File: config.mk
export PLATFORM = sky130hd
export DESIGN_NAME = accd_top
export DESIGN_NICKNAME = d
export VERILOG_FILES = /design/src/inc/accd_pkg.sv /design/src/inc/accd_sh_if.sv /design/src/design/accd_shift.sv /design/src/design/accd_top.sv
export SDC_FILE = /design/constraint.sdc
export NUM_CORES = 1
export LEC_CHECK = 0
export ABC_CLOCK_PERIOD_IN_PS = 36500
export BUFFER_PORTS_ARGS = -buffer_cell sky130_fd_sc_hd__buf_2
export CAP_MARGIN = 20
export CORE_MARGIN = 2
export CORE_UTILIZATION = 45
export CTS_CLUSTER_DIAMETER = 120
export DETAILED_ROUTE_END_ITERATION = 7
export MAX_ROUTING_LAYER = met4
export PLACE_DENSITY = 0.78
export SLEW_MARGIN = 20
export SYNTH_ARGS = -nofsm -noshare
export SYNTH_HDL_FRONTEND = slang
export SYNTH_HIERARCHICAL = 1
export SYNTH_SLANG_ARGS = --single-unit
File: constraint.sdc
create_clock -name clk -period 36.5 [get_ports clk]
set_clock_uncertainty 0.2 [all_clocks]
set_input_delay 7.3 -clock clk [delete_from_list [all_inputs] [get_ports clk]]
set_output_delay 7.3 -clock clk [all_outputs]
set_load 0.01 [all_outputs]
File: src/inc/accd_pkg.sv
/*
 Constants, operation codes and helper functions for the 40-bit
 accumulator addition datapath.
 Assumes a single 100 MHz core clock with a synchronous reset.
*/
// Function
// RL1 - Legacy mode: pre-add shift acts as wide mode, no post-shift overflow handling.
// RL2 - Add-with-carry: destination = source + memory operand + carry flag, 40 bits.
// RL3 - Unsigned qualifier zero-extends the memory operand to 40 bits.
// RL4 - Otherwise sign-extend when sign-extension mode set, else zero-extend.
// RL5 - Overflow point and carry position follow the wide overflow mode bit.
// RL6 - On overflow, saturate when saturation mode set; set destination overflow flag.
// RL7 - Pre-add operand shift behaves as the signed arithmetic shift.
// RL8 - Shifted memory-operand additions use the 40-bit shifter path.
// RL9 - Long word: addressed word is high half; low half at addr+1 even, addr-1 odd.
// RL10 - Two-memory addition: both words shifted left 16, extended, summed to accumulator.
// RL11 - Memory-plus-constant: both extended, shifted up 16, result written back.
// RL12 - Memory-plus-constant: overflow at bit 31 sets accumulator zero flag.
// RL13 - Memory-plus-constant: carry taken from carry out of bit 31.
// RL14 - Memory-plus-constant with saturation: clamp to 16-bit positive or negative limit.
// RL15 - Long-word addition completes in one cycle, no pairing.
// RL16 - Every variant is accepted back to back, as in a repeat loop.
// RL17 - Plain and long-word additions are 40 bits in the arithmetic path.
// RL18 - Wide mode: overflow and carry at bit 39; otherwise bit 31.
package accd_pkg;
  localparam int ACC_W = 40;
  localparam int WORD_W = 16;
  localparam int SH_W = 6;
  localparam int ADDR_W = 23;
  localparam int ACC_N = 4;
  localparam int SEL_W = 2;
  localparam int HI_SHIFT = 16;
  localparam int NARROW_MSB = 31;
  localparam int WIDE_MSB = 39;
  localparam logic signed [SH_W-1:0] LEG_WRAP_LO = -6'sd32;
  localparam logic signed [SH_W-1:0] LEG_WRAP_HI = -6'sd17;
  localparam logic signed [SH_W-1:0] LEG_WRAP_ADD = 6'sd16;
  localparam logic [ACC_W-1:0] SAT_POS_WIDE = 40'h7fffffffff;
  localparam logic [ACC_W-1:0] SAT_NEG_WIDE = 40'h8000000000;
  localparam logic [ACC_W-1:0] SAT_POS_NARROW = 40'h007fffffff;
  localparam logic [ACC_W-1:0] SAT_NEG_NARROW = 40'hff80000000;
  localparam logic [WORD_W-1:0] SAT_POS_WORD = 16'h7fff;
  localparam logic [WORD_W-1:0] SAT_NEG_WORD = 16'h8000;
  localparam logic [SEL_W-1:0] ACC_ZERO = 2'h0;

  typedef enum logic [2:0] {
    ACCD_OP_PLAIN = 3'b000,
    ACCD_OP_CARRY = 3'b001,
    ACCD_OP_SHIFT = 3'b010,
    ACCD_OP_DBL = 3'b011,
    ACCD_OP_DUAL_MEM = 3'b100,
    ACCD_OP_MEM_K16 = 3'b101
  } accd_op_t;

  // Widen a 16-bit word, sign-filling only when asked
  function automatic logic [ACC_W-1:0] accd_ext16(
    input logic [WORD_W-1:0] w, input logic sgn);
    accd_ext16 = {{(ACC_W-WORD_W){sgn & w[WORD_W-1]}}, w};
  endfunction

  // Result fits a signed field whose top bit is msb
  function automatic logic accd_fits(input logic [ACC_W:0] s, input int msb);
    logic [ACC_W:0] top;
    top = s >> msb;
    accd_fits = (top == '0) || (top == {(ACC_W+1){1'b1}} >> msb);
  endfunction
endpackage

File: src/inc/accd_sh_if.sv
/*
 Carrier between the datapath and its signed shifter.
 Assumes both ends sit in the same clock domain; purely combinational.
*/
`timescale 1ns/10ps
interface accd_sh_if;
  import accd_pkg::*;
  logic [ACC_W-1:0] val;
  logic signed [SH_W-1:0] amt;
  logic legacy;
  logic [ACC_W-1:0] res;
  modport ctl (output val, output amt, output legacy, input res);
  modport sh (input val, input amt, input legacy, output res);
endinterface

File: src/design/accd_shift.sv
/*
 Signed arithmetic shifter, 40 bits, shift count -32..+31.
 Assumes the caller has already extended the operand to 40 bits.
*/
`timescale 1ns/10ps
module accd_shift (
  accd_sh_if.sh sh // Operand, count and result
);
  import accd_pkg::*;
  logic signed [SH_W-1:0] eff;
  logic signed [ACC_W-1:0] v;

  always_comb begin
    eff = sh.amt;
    // Legacy counts -32..-17 fold modulo 16 into -16..-1
    if (sh.legacy && sh.amt >= LEG_WRAP_LO && sh.amt <= LEG_WRAP_HI) begin
      eff = SH_W'(sh.amt + LEG_WRAP_ADD); // RL1
    end
  end

  // Same arithmetic shift as the stand-alone signed shift
  always_comb begin
    v = sh.val;
    if (eff[SH_W-1]) begin
      sh.res = ACC_W'(v >>> (-eff)); // RL7
    end else begin
      sh.res = ACC_W'(v <<< eff); // RL7
    end
  end
endmodule

File: src/design/accd_top.sv
/*
 40-bit accumulator addition datapath: operand extension, pre-add shift,
 add, overflow detection, saturation, carry and overflow flags.
 Assumes the decoder presents one operation per cycle with operands
 already fetched; results appear one cycle after op_valid.
*/
`timescale 1ns/10ps
module accd_top (
  input wire logic clk, // Core clock, 100 MHz
  input wire logic rst, // Synchronous reset, active high
  input wire logic op_valid, // Operation presented this cycle
  input wire accd_pkg::accd_op_t op_kind, // Addition variant
  input wire logic [accd_pkg::SEL_W-1:0] dst_sel, // Destination accumulator
  input wire logic [accd_pkg::ACC_W-1:0] source_accumulator, // Source value
  input wire logic [accd_pkg::WORD_W-1:0] mem_word, // Addressed word
  input wire logic [accd_pkg::WORD_W-1:0] mem_word2, // Second/pair word
  input wire logic [accd_pkg::WORD_W-1:0] sixteen_bit_constant, // Constant
  input wire logic [accd_pkg::SH_W-1:0] shift_amt, // Signed shift count
  input wire logic uns_qual, // Unsigned qualifier on memory operand
  input wire logic [accd_pkg::ADDR_W-1:0] lmem_addr, // Long-word address
  input wire logic sign_extension_mode, // Sign-extend operands
  input wire logic wide_overflow_mode, // 40-bit overflow and carry
  input wire logic data_saturation_mode, // Saturate on overflow
  input wire logic legacy_compat_mode, // Legacy shift behaviour
  input wire logic [accd_pkg::ACC_N-1:0] ovf_clr, // Clear overflow flags
  input wire logic carry_load, // Load carry flag
  input wire logic carry_load_val, // Value for carry load
  output logic [accd_pkg::ADDR_W-1:0] lsw_addr, // Low-half word address
  output logic [accd_pkg::ACC_W-1:0] destination_accumulator, // Result
  output logic acc_wr, // Accumulator write strobe
  output logic [accd_pkg::SEL_W-1:0] acc_wr_sel, // Accumulator written
  output logic [accd_pkg::WORD_W-1:0] mem_result, // Write-back word
  output logic mem_wr, // Memory write strobe
  output logic carry_flag, // Carry status
  output logic [accd_pkg::ACC_N-1:0] acc_ovf_flags, // Sticky overflow flags
  output logic dest_acc_overflow_flag, // Overflow on last result
  output logic acc_zero_overflow_flag // Accumulator zero overflow flag
);
  import accd_pkg::*;

  accd_sh_if shi ();
  accd_shift u_shift (.sh(shi.sh));

  logic [ACC_W-1:0] mem_ext, dbl_ext, op_a, op_b, sat_val;
  logic [ACC_W:0] sum;
  logic [NARROW_MSB+1:0] low_sum;
  logic cin, ovf, car, sgn_true;
  logic is_k16, use_wide;

  logic [ACC_W-1:0] acc_q, acc_d;
  logic acc_wr_q;
  logic [SEL_W-1:0] sel_q;
  logic [WORD_W-1:0] memw_q, memw_d;
  logic mem_wr_q;
  logic carry_q;
  logic [ACC_N-1:0] ovf_q;
  logic dovf_q;
  logic [ADDR_W-1:0] lsw_q;

  // Unsigned forces zero fill of mem_ext; dbl_ext follows the mode alone
  always_comb begin
    mem_ext = accd_ext16(mem_word, ~uns_qual & sign_extension_mode); // RL3 RL4
    dbl_ext = {{(ACC_W-2*WORD_W){sign_extension_mode & mem_word[WORD_W-1]}},
               mem_word, mem_word2}; // RL9
  end

  assign shi.val = mem_ext;
  assign shi.amt = shift_amt;
  assign shi.legacy = legacy_compat_mode;

  // Operand selection per variant
  always_comb begin
    op_a = source_accumulator;
    op_b = mem_ext;
    cin = 1'b0;
    case (op_kind)
      ACCD_OP_PLAIN: op_b = mem_ext; // RL17
      ACCD_OP_CARRY: begin
        op_b = mem_ext;
        cin = carry_q; // RL2
      end
      ACCD_OP_SHIFT: op_b = shi.res; // RL8 RL1
      ACCD_OP_DBL: op_b = dbl_ext; // RL17
      ACCD_OP_DUAL_MEM: begin
        op_a = accd_ext16(mem_word, sign_extension_mode) << HI_SHIFT; // RL10
        op_b = accd_ext16(mem_word2, sign_extension_mode) << HI_SHIFT; // RL10
      end
      ACCD_OP_MEM_K16: begin
        op_a = accd_ext16(mem_word, sign_extension_mode) << HI_SHIFT; // RL11
        op_b = accd_ext16(sixteen_bit_constant, sign_extension_mode)
               << HI_SHIFT; // RL11
      end
      default: op_b = mem_ext;
    endcase
  end

  // Adder, overflow and carry; constant add always works at bit 31
  always_comb begin
    is_k16 = (op_kind == ACCD_OP_MEM_K16);
    use_wide = wide_overflow_mode & ~is_k16; // RL5 RL12
    sum = {op_a[ACC_W-1], op_a} + {op_b[ACC_W-1], op_b} + (ACC_W+1)'(cin);
    low_sum = {1'b0, op_a[NARROW_MSB:0]} + {1'b0, op_b[NARROW_MSB:0]}
              + (NARROW_MSB+2)'(cin);
    sgn_true = sum[ACC_W];
    if (use_wide) begin
      ovf = ~accd_fits(sum, WIDE_MSB); // RL18
      car = sum[ACC_W] ^ op_a[ACC_W-1] ^ op_b[ACC_W-1]; // RL18
      sat_val = sgn_true ? SAT_NEG_WIDE : SAT_POS_WIDE; // RL6
    end else begin
      ovf = ~accd_fits(sum, NARROW_MSB); // RL18 RL12
      car = low_sum[NARROW_MSB+1]; // RL18 RL13
      sat_val = sgn_true ? SAT_NEG_NARROW : SAT_POS_NARROW; // RL6
    end
  end

  always_comb begin
    acc_d = sum[ACC_W-1:0]; // RL17
    if (ovf && data_saturation_mode) begin
      acc_d = sat_val; // RL6
    end
    memw_d = sum[NARROW_MSB:HI_SHIFT]; // RL11
    if (ovf && data_saturation_mode) begin
      memw_d = sgn_true ? SAT_NEG_WORD : SAT_POS_WORD; // RL14
    end
  end

  // One result per accepted operation, every cycle
  always_ff @(posedge clk) begin
    if (rst) begin
      acc_q <= '0;
      acc_wr_q <= 1'b0;
      sel_q <= '0;
      dovf_q <= 1'b0;
    end else begin
      acc_wr_q <= op_valid & ~is_k16; // RL15 RL16
      if (op_valid && !is_k16) begin
        acc_q <= acc_d;
        sel_q <= dst_sel;
        dovf_q <= ovf; // RL6
      end
    end
  end

  always_ff @(posedge clk) begin
    if (rst) begin
      memw_q <= '0;
      mem_wr_q <= 1'b0;
    end else begin
      mem_wr_q <= op_valid & is_k16; // RL16
      if (op_valid && is_k16) begin
        memw_q <= memw_d; // RL11
      end
    end
  end

  // Low half follows the address parity
  always_ff @(posedge clk) begin
    if (rst) begin
      lsw_q <= '0;
    end else if (lmem_addr[0]) begin
      lsw_q <= lmem_addr - ADDR_W'(1); // RL9
    end else begin
      lsw_q <= lmem_addr + ADDR_W'(1); // RL9
    end
  end

  // Hardware update wins over an external load in the same cycle
  always_ff @(posedge clk) begin
    if (rst) begin
      carry_q <= 1'b0;
    end else if (op_valid) begin
      carry_q <= car; // RL5 RL13
    end else if (carry_load) begin
      carry_q <= carry_load_val;
    end
  end

  // Sticky flags: a set beats a clear arriving together
  always_ff @(posedge clk) begin
    if (rst) begin
      ovf_q <= '0;
    end else begin
      for (int i = 0; i < ACC_N; i++) begin
        if (op_valid && ovf && !is_k16 && dst_sel == SEL_W'(i)) begin
          ovf_q[i] <= 1'b1; // RL6
        end else if (op_valid && ovf && is_k16 && ACC_ZERO == SEL_W'(i)) begin
          ovf_q[i] <= 1'b1; // RL12
        end else if (ovf_clr[i]) begin
          ovf_q[i] <= 1'b0;
        end
      end
    end
  end

  assign destination_accumulator = acc_q;
  assign acc_wr = acc_wr_q;
  assign acc_wr_sel = sel_q;
  assign mem_result = memw_q;
  assign mem_wr = mem_wr_q;
  assign carry_flag = carry_q;
  assign acc_ovf_flags = ovf_q;
  assign dest_acc_overflow_flag = dovf_q;
  assign acc_zero_overflow_flag = ovf_q[ACC_ZERO];
  assign lsw_addr = lsw_q;
endmodule

## Yosys cells after proc, flatten, opt, wreduce, memory -nomap -nowiden

Cells that the tools add are included.

| operators by class | value |
|---|---|
| $add $sub $neg | 8 |
| $mul | 0 |
| div/mod/pow operators | 0 |
| $lt $le $gt $ge | 2 |
| equality and inequality tests | 10 |
| shifts and indexed selects | 2 |
| muxes and demuxes | 25 |
| bitwise logic cells | 14 |
| reduce and logical (&&, ||, !) cells | 24 |

Operators by type and width:

| kind | count |
|---|---|
| $mux 40 | 6 |
| $pmux 40 s4 | 1 |
| $logic_not 41->1 | 2 |
| $add 40x40->41 | 1 |
| $add 41x1->41 | 1 |
| $sshl 17x6->40 | 1 |
| $sshr 17x6->40 | 1 |
| $add 32x32->33 | 1 |
| $add 33x1->33 | 1 |
| $mux 16 | 2 |
| $add 23x1->23 const B | 1 |
| $mux 23 | 1 |
| $sub 23x1->23 const B | 1 |
| $mux 1 | 14 |
| $logic_and 1x1->1 | 12 |
| $eq 10x10->1 const B | 1 |
| $and 1x1->1 | 8 |
| $reduce_bool 2->1 | 4 |
| $add 6x6->6 const B | 1 |
| $eq 2x2->1 const B | 3 |
| $eq 3x2->1 const B | 2 |
| $eq 3x3->1 const B | 2 |
| $ge 6x6->1 const B | 1 |
| $le 6x6->1 const B | 1 |
| other kinds (11) | 16 |

| storage, ports and cells | value |
|---|---|
| flip-flop bits (word level) | 89 |
| bits in latches | 0 |
| RAM bits | 0 |
| bits in read-only memories | 0 |
| input port bits | 136 |
| memories | 0 |

## Logic depth before layout (Yosys ltp)

Gate-level depths: netlist of the first run.

| depth | value |
|---|---|
| word-level depth | 18 |
| mapped depth | 40 |
| mapped depth without buffers | 30 |

## Hierarchy

The synthesis of the first run kept the hierarchy.

By module, submodules not included:

| module | times used | cells each | area an instance (um^2) | seq. area each (um^2) |
|---|---|---|---|---|
| accd_top | 1 | 1,054 | 8,051.5 | 1,781.7 |
| accd_shift | 1 | 600 | 5,225.0 | 0.0 |

## Worst setup path after synthesis of the first run

OpenSTA, ideal clock, no wires.

| timing path | value |
|---|---|
| path type | input to register |
| start | in sign_extension_mode |
| end | reg acc_q[10], in the netlist destination_accumulator[10] |
| setup time | 0.122 ns |
| arrival time | 17.310 ns |
| slack | 18.868 ns |
| stages on the path | 31 |
| path through | nand2_1 > nor2_1 > mux4_2 > mux2_2 > nor2_1 > a311o_1 > o221ai_1 > mux2i_1 > a211o_1 > nand2_1 > ha_1 > buf_2 > a21o_1 > a21oi_1 > o32ai_1 > or4b_1 > a2bb2oi_1 > o211ai_1 > a21oi_1 > o21ai_0 > nand2b_1 > xor2_1 > ha_1 > and4_1 > nand4_1 > or4b_4 > and3b_4 > and3_4 > buf_6 > buf_6 > a221o_1 |

| on the way | value |
|---|---|
| word-level cells in the longest chain between the ends | 13 |
| elaborated cells between the ends (all ways) | 26 |
| those cells by class | add/sub (2); eq/ne (2); shift (2); mux (8); bitwise (7); reduce/logical (5) |

RTL lines:

| what | line | RTL |
|---|---|---|
| from (decl) | accd_top.sv:21 | `input wire logic sign_extension_mode,` |
| $and 1x1->1 * | accd_top.sv:62 | `mem_ext = accd_ext16(mem_word, ~uns_qual & sign_extension_mode);` |
| $and 1x1->1 * | accd_pkg.sv:58 | `accd_ext16 = {{(ACC_W-WORD_W){sgn & w[WORD_W-1]}}, w};` |
| named net mem_ext[16] | accd_top.sv:44 | `logic [ACC_W-1:0] mem_ext, dbl_ext, op_a, op_b, sat_val;` |
| $sshl 17x6->40 / $sshr 17x6->40 (equally long branches) | accd_shift.sv:27, accd_shift.sv:25 |  |
| $mux 40 * | accd_shift.sv:24 | `if (eff[SH_W-1]) begin` |
| named net shi.res[28] | accd_sh_if.sv:11 | `logic [ACC_W-1:0] res;` |
| $pmux 40 s4 * | accd_top.sv:76 | `case (op_kind)` |
| $add 40x40->41 * | accd_top.sv:101 | `sum = {op_a[ACC_W-1], op_a} + {op_b[ACC_W-1], op_b} + (ACC_W+1)'(cin);` |
| $add 41x1->41 * | accd_top.sv:101 |  |
| $logic_not 41->1 (tied with other cells) | accd_pkg.sv:65 | `accd_fits = (top == '0) \|\| (top == {(ACC_W+1){1'b1}} >> msb);` |
| $logic_or 1x1->1 | accd_pkg.sv:65 |  |
| $not 1->1, on equally long branches | accd_top.sv:110, accd_top.sv:106 |  |
| $mux 1 | accd_top.sv:105 | `if (use_wide) begin` |
| $logic_and 1x1->1 | accd_top.sv:118 | `if (ovf && data_saturation_mode) begin` |
| $mux 40 * | accd_top.sv:118 |  |
| to (signal assigned) | accd_top.sv:130 | `acc_q <= '0;` |
| to (signal assigned) | accd_top.sv:137 | `acc_q <= acc_d;` |
| to (decl) | accd_top.sv:50 | `logic [ACC_W-1:0] acc_q, acc_d;` |

The timed path passes the listed nets; every way through them passes the cells marked *.
A chain may end at the register's enable or synchronous reset.

## Final worst setup path of the first run

| timing path | value |
|---|---|
| start | in mem_word[15] (netlist name) |
| end | reg memw_q[6], in the netlist mem_result[6] |

| on the way | value |
|---|---|
| word-level cells in the longest chain between the ends | 12 |
| elaborated cells between the ends (all ways) | 21 |
| those cells by class | add/sub (2); eq/ne (2); shift (2); mux (6); bitwise (4); reduce/logical (5) |

RTL lines:

| what | line | RTL |
|---|---|---|
| from (decl) | accd_top.sv:15 | `input wire logic [accd_pkg::WORD_W-1:0] mem_word,` |
| $and 1x1->1 * | accd_pkg.sv:58 |  |
| named net mem_ext[16] | accd_top.sv:44 |  |
| $sshl 17x6->40 / $sshr 17x6->40 (equally long branches) | accd_shift.sv:27, accd_shift.sv:25 |  |
| $mux 40 * | accd_shift.sv:24 |  |
| named net shi.res[5] | accd_sh_if.sv:11 |  |
| $pmux 40 s4 * | accd_top.sv:76 |  |
| $add 40x40->41 * | accd_top.sv:101 |  |
| $add 41x1->41 * | accd_top.sv:101 |  |
| $logic_not 41->1 (tied with other cells) | accd_pkg.sv:65 |  |
| $logic_or 1x1->1 | accd_pkg.sv:65 |  |
| $not 1->1, on equally long branches | accd_top.sv:110, accd_top.sv:106 |  |
| $mux 1 | accd_top.sv:105 |  |
| $logic_and 1x1->1 | accd_top.sv:122 | `if (ovf && data_saturation_mode) begin` |
| $mux 16 * | accd_top.sv:122 |  |
| to (signal assigned) | accd_top.sv:151 | `memw_q <= memw_d;` |
| to (decl) | accd_top.sv:53 | `logic [WORD_W-1:0] memw_q, memw_d;` |

Marked as above.

==> summary.md, run 1 <==
| Metric | Value |
|---|---|
| Sequential cell area | 1780 sq um |
| Share of the core filled with cells | between 50% and 60% |
| Synth Flop Type | dfxtp_1 |
| Die Width | ~180 microns |
| Max cap viols | 0 |
| Vias in the first global route | around 13000 |
| Commonest non-fill, non-tap cells in the layout | nand2_1 (254), buf_2 (224), mux2i_1 (106) |
| Pre-CTS setup slack | roughly 20 ns |
| Post-CTS Hold Buffers | 0 |
| Drt total wl | roughly 49000 microns |
| Crit path DAT | ~16 ns |
| Wire length per cell | between 20 and 25 microns |
| Clk network pwr share | about a fifth |
| Crit-path max FO | 94 |
| Max incr delay on CP | about 0.73 ns |
| Req. time, crit path | between 30 and 40 ns |
| Final worst path period need | 16.21 ns |
| Max Root-Sink Buffers | 2 |
| Synth cell types | 95 |
| DRT Pass-1 Iters | 6 |
| Critical path type | in -> reg |
| Layout cells sized above 1 | a little under a quarter |
| Power Internal | around 0.27 mW |
| Initial antenna violation count | 2 |
| Final Max Slew Viols | 0 |
| Num CTS Buffers | 9 |
| I/O Buffers | about 230 |
| Placed wire-length estimate | approximately 38000 microns |
| First-pass GRT wire length | between 70000 and 80000 microns |
| Critical-path top delay cell | buf_4 |
| Core Region | about 29000 sq um |
| Peak supply drop | 22.6 uV |
| Routed Antenna Nets | 0 |
| Gpl congestion | between 1 and 1.5 |
| Number of placed I/O pins | roughly 230 |
| Leak pwr | 6.35 nW |
| Fin. Hold Viols | 0 |
| Startpoint types | primary input |
| TritonCTS clock tree | yes |
| Clock root buffer | clkbuf_16 |
| Gate power share | between 50 and 60% |
| # setup viols final | 0 |
| Worst-margin pin slew | approximately 1.2 ns |
| Layout area overhead | 11.6% |
| DRC violations left | 0 |
| Gr usage total | between 30% and 40% |
| Syn_nets | roughly 1900 |
| Fillers | ~2800 |
| Post-Syn Area | 13300 sq um |
| Max_slew headroom | 19.6% |
| # rows | 62 |
| Critical path endpoint category | flip-flop |
| PnR worst setup slack | roughly 20 ns |
| Largest net degree at the start of global routing | 95 |
| Skew-Pair Late Insertion Delay | around 0.35 ns |
| Sink Count | slightly below 90 |
| Switch share | 43.5% |
| Vias per cell | 6.54 |
| Outcome | finished, final reports clean |
| Post-CTS Resized | 0 |
| Post-DP Area | between 10000 and 15000 sq um |
| Yosys reg bits | 89 |
| Max Clock Freq | ~0.062 GHz |
| 1st-iter DRT viols | roughly 1700 |
| Maximum level of the CTS H-tree | 3 |
| Sequential share of power | 24.1% |
| Sequential share of the synthesized area | between 10% and 20% |
| Final net count | about 2000 |
| Initial core utilization | a little under half |
| Commonest non-fill, non-tap cell in the layout | nand2_1 |
| Setup_tns | 0 ns |
| Hold WC Path Type | reg -> reg |
| Reg clk slew, reported paths | ~0.070 ns |
| Gr ovfl total | 0 |
| Final worst path period share | between 40% and 50% |
| Ys Warns | 6 |
| FFs w/ async S/R, synth | 0% |
| P_sw | around 0.21 mW |
| Post-CTS Setup Bufs | 0 |
| RSZ-0062 raised after global routing | no |
| Die height | around 180 microns |
| Multi-input gate area | 10800 sq um |
| EDFF count, synth | 0 |
| Pwr per Cell Area | between 30 and 40 nW/um^2 |
| Final Cell Area | ~15000 sq um |
| Vias | between 10000 and 15000 |
| Syn Area/Cell | 8.03 sq um |
| Post-Syn Instances | 1654 |
| Die footprint | 30900 sq um |
## final timing paths
| path | endpoint | cells after the start | from | slack, ns |
|---|---|---|---|---|
| worst min-delay path | acc_ovf_flags[1] | 1 | acc_ovf_flags[1] | 0.26 |
| worst max register to register | mem_result[6] | 18 | carry_flag | 30.51 |
| worst min register to register | acc_ovf_flags[1] | 1 | acc_ovf_flags[1] | 0.26 |
| worst max-delay path | mem_result[6] | 30 | mem_word[15] | 20.29 |
## worst max-delay path, delay by kind of cell
| family | cells | cell delay (ns) |
|---|---|---|
| AO/OA/AOI/OAI | 13 | 3.47 |
| buffers and inverters | 3 | 1.56 |
| multiplexers | 3 | 1.07 |
| AND/OR/NAND/NOR | 9 | 2.19 |
| adder cells (fa/ha/maj) | 2 | 0.57 |
## layer usage
layer	vias to the layer above	global-route usage [%]	wire length, microns
li1	6513	-	-
met1	6630	39.6	19400
met2	847	49.0	22500
met3	188	4.87	4340
met4	0	16.9	2800
met5	-	-	0
## synth_stat cells (11+ instances only)
library cell,number,area (sq um)
o21a_1,15,113
a21oi_1,96,480
a21o_1,21,158
ha_1,65,813
a211o_1,12,105
nand2b_1,21,131
nor2_1,94,353
a311oi_1,11,96.3
and2_1,29,181
xor2_1,24,210
nand3_1,47,235
dfxtp_1,89,1780
clkbuf_1,75,282
nor3_1,30,150
a31oi_1,11,68.8
mux2i_1,106,1060
xnor2_1,46,403
buf_1,15,56.3
buf_2,30,150
o211ai_1,38,285
a211oi_1,28,210
a221o_1,33,330
mux4_2,80,1800
o221ai_1,16,140
inv_1,37,139
o21ai_0,95,475
nand2_1,254,953
mux2_2,34,383
nand4_1,12,75.1
and3_1,12,75.1
## power groups by stage
stage	combinational [mW]	sequential (mW)	clock [mW]
2_1_floorplan	0.180	0.123	0
3_3_place_gp	0.256	0.118	0
3_5_place_dp	0.261	0.118	0
4_1_cts	0.262	0.116	0.0963
5_1_grt	0.288	0.117	0.0996
6_report	0.269	0.116	0.0946
## registers in the layout (all words and copies together), names as in the netlist
register                 count
destination_accumulator     40
lsw_addr                    23
mem_result                  16
acc_ovf_flags                4
acc_wr_sel                   2
acc_wr                       1
carry_flag                   1
dest_acc_overflow_flag       1
mem_wr                       1
## metrics by stage
step / std cells / power (mW) / hold slack, ns
CTS: 2163 / 0.474 / 0.270
detailed placement: 2147 / 0.378 / 0.253
floorplan: 1654 / 0.303 / 0.281
global route: 2167 / 0.504 / 0.300
global placement: 2147 / 0.374 / 0.243
finish: 2169 / 0.480 / 0.264
## layout make-up
type                    instances  area share (%)
diodes                          4          0.0676
clock buffers                  10            1.55
clock inverters                 6           0.498
inverters                      40            1.01
multi-input cells            1391            72.8
flip-flops and latches         89            12.0
well taps                     384            3.24
repair buffers                245            8.82
## cells by family (layout without fill, tap and decap cells)
family          count (synthesis)  after routing  share of synthesized area [%]
buf+inv                       174            301                           5.74
mux                           220            220                           24.4
simple gates                  553            553                           19.4
flops                          89             89                           13.4
compound gates                479            479                           25.7
other cells                     0              4                              0
fa+ha+maj                      67             67                           6.43
xor+xnor                       72             72                           4.96
(Power assumes the default switching activity.)
==> run 2: changes to the inputs <==
ABC_CLOCK_PERIOD_IN_PS = 15400   (was 36500)
clock period = 15.4 ns   (was 36.5 ns; I/O delays follow)
==> run 2 against run 1 <==
- total power is 140% higher
- worst hold slack worse by 0.0076 ns
- setup slack worse by 17 ns
- wire length hardly changed
- final cell count is 0.14% lower
- non-clock buffer count stayed put
- sequential cell count stayed put
- critical path type unchanged
- largest power group unchanged
- highest routed layer unchanged
==> summary.md, run 2 (synthesis gave the netlist of run 1 again) <==
| Metric | Value |
|---|---|
| Crit-path max FO | 29 (-69%) |
| Critical path endpoint category | flip-flop |
| Req. time, crit path | 15.44 ns (-21.10 ns) |
| Core Region | 28900 sq um (unchanged) |
| Layout area overhead | 11.3% |
| First-pass GRT wire length | 74200 microns (-1.0%) |
| Die height | 176 microns (unchanged) |
| Crit path DAT | 11.97 ns (-4.28 ns) |
| Max incr delay on CP | 0.73 ns (about the same) |
| Layout cells sized above 1 | 23.4% (+0.056 points) |
| Die footprint | 30900 sq um (unchanged) |
| Crit path max-delay family | compound AO/OA/AOI/OAI gates |
| RSZ-0062 raised after global routing | no |
| Commonest non-fill, non-tap cells in the layout | nand2_1 (254), buf_2 (223), mux2i_1 (106) |
| TritonCTS clock tree | yes |
| Vias per cell | 6.52 (-0.29%) |
| Worst-margin pin slew | 1.10 ns (-0.0953 ns) |
| Gr usage total | 31.5% (-0.084 points) |
| Largest net degree at the start of global routing | 128 (+35%) |
| 1st-iter DRT viols | 1670 (+0.66%) |
| Sink Count | 89 (unchanged) |
| Final worst path period need | ~12 ns |
| Critical path type | in -> reg |
| I/O Buffers | 225 (unchanged) |
| Die Width | 176 microns (unchanged) |
| Fin. Hold Viols | 0 (unchanged) |
| Leak pwr | 6.34 nW (-0.15%) |
| Flip-flop count of the largest register after layout | 40 (unchanged) |
| Placed wire-length estimate | 37600 microns (-0.18%) |
| Max Root-Sink Buffers | 2 (unchanged) |
| Clock root buffer | clkbuf_16 |
| Final Max Slew Viols | 0 (unchanged) |
| Reg clk slew, reported paths | 0.07 ns (about the same) |
| Max_slew headroom | 26.0% (+6.4 points) |
| Vias | 14100 (-0.43%) |
| Gr ovfl total | 0 (unchanged) |
| Fillers | 2771 (-1.0%) |
| Post-CTS Hold Buffers | 0 (unchanged) |
| Setup_tns | 0 ns (unchanged) |
| Routed Antenna Nets | 0 (unchanged) |
| Worst Path Buf+Inv | 3 (unchanged) |
| Initial antenna violation count | 1 (-1) |
| DRC violations left | 0 (unchanged) |
| Post-DP Area | 14500 sq um (about the same) |
| Post-CTS Resized | 0 (unchanged) |
| Critical-path top delay cell | ha_2 |
| Post-CTS Setup Bufs | 0 (unchanged) |
| Initial core utilization | 46.0% (unchanged) |
| Commonest non-fill, non-tap cell in the layout | nand2_1 |
| Outcome | finished, final reports clean |
| Final Cell Area | 14800 sq um (-0.19%) |
| Peak supply drop | 51.4 uV (+130%) |
| Max cap viols | 0 (unchanged) |
| DRT Pass-1 Iters | 8 (+2) |
| Vias in the first global route | 13000 (-2.5%) |
| Final worst path period share | between 70% and 80% |
| Maximum level of the CTS H-tree | 3 (unchanged) |
| Skew-Pair Late Insertion Delay | 0.35 ns (about the same) |
| Wire length per cell | 22.7 microns (+0.21%) |
| Total power | 1.13 mW (+140%) |
| # rows | 62 (unchanged) |
| Drt total wl | 49100 microns (about the same) |
| Gpl congestion | 1.06 (-1.5%) |
| Num CTS Buffers | 9 (unchanged) |
| Startpoint types | primary input |
| Hold WC Path Type | reg -> reg |
| Final net count | 1979 (unchanged) |
| Number of placed I/O pins | 226 (unchanged) |
| Hold_ws | 0.256 ns (-0.00761 ns) |
| FF-to-FF setup slack | 9.40 ns (-21.11 ns) |
| # setup viols final | 0 (unchanged) |
| Max Clock Freq | 0.0838 GHz |
| Pwr per Cell Area | 76.6 nW/um^2 (+140%) |
## run 2: cell types whose count changed in the layout (fill, tap and decap cells not counted), sizes merged
cell and change:
bufinv -1, clkbuf -1, clkinv +2, diode -3
## run 2: area by class of cell
cell class	count	area, sq um	area share (%)
clock inverter	7	73.8	0.499
timing repair buffer	245	1290	8.72
tap	384	480	3.25
sequential	89	1780	12.1
antenna	1	2.50	0.0169
inverter	40	150	1.02
clock buffer	9	225	1.52
multi-input combinational	1391	10800	72.9
## run 2: power breakdown
part | total [mW] | internal [mW] | switching (mW)
clock | 0.221 | 0.114 | 0.107
sequential | 0.274 | 0.260 | 0.0147
combinational | 0.637 | 0.254 | 0.384
total | 1.13 | 0.628 | 0.505
## run 2: stage by stage
stage	setup slack [ns]	cells	util, %
floorplan	1.99	1654	-
global placement	3.20	2148	50.1
detailed placement	2.98	2148	50.1
CTS	3.29	2164	51.2
global route	2.80	2166	51.2
finish	3.47	2166	51.2
## run 2: path summary, 6_finish.rpt
kind,depth (start not counted),startpoint,end
worst max register to register,18,carry_flag,mem_result[8]
worst min-delay path,2,acc_wr_sel[1],acc_wr_sel[1]
worst min register to register,2,acc_wr_sel[1],acc_wr_sel[1]
worst max-delay path,29,shift_amt[0],mem_result[8]
## run 2: worst reg2reg max path, delay by kind of cell, from the launching register on
family	cells	cell delay, ns
AND/OR/NAND/NOR	6	1.35
adder cells (fa/ha/maj)	3	1.20
flip-flops	1	0.39
AO/OA/AOI/OAI	9	2.66
## run 2: per-layer routing
layer,part of all wire [%],vias up,track usage [%]
li1,-,6524,-
met2,46,796,49.5
met3,8.3,161,4.61
met1,40,6636,39.6
met4,5.3,0,15.7
met5,0,-,-
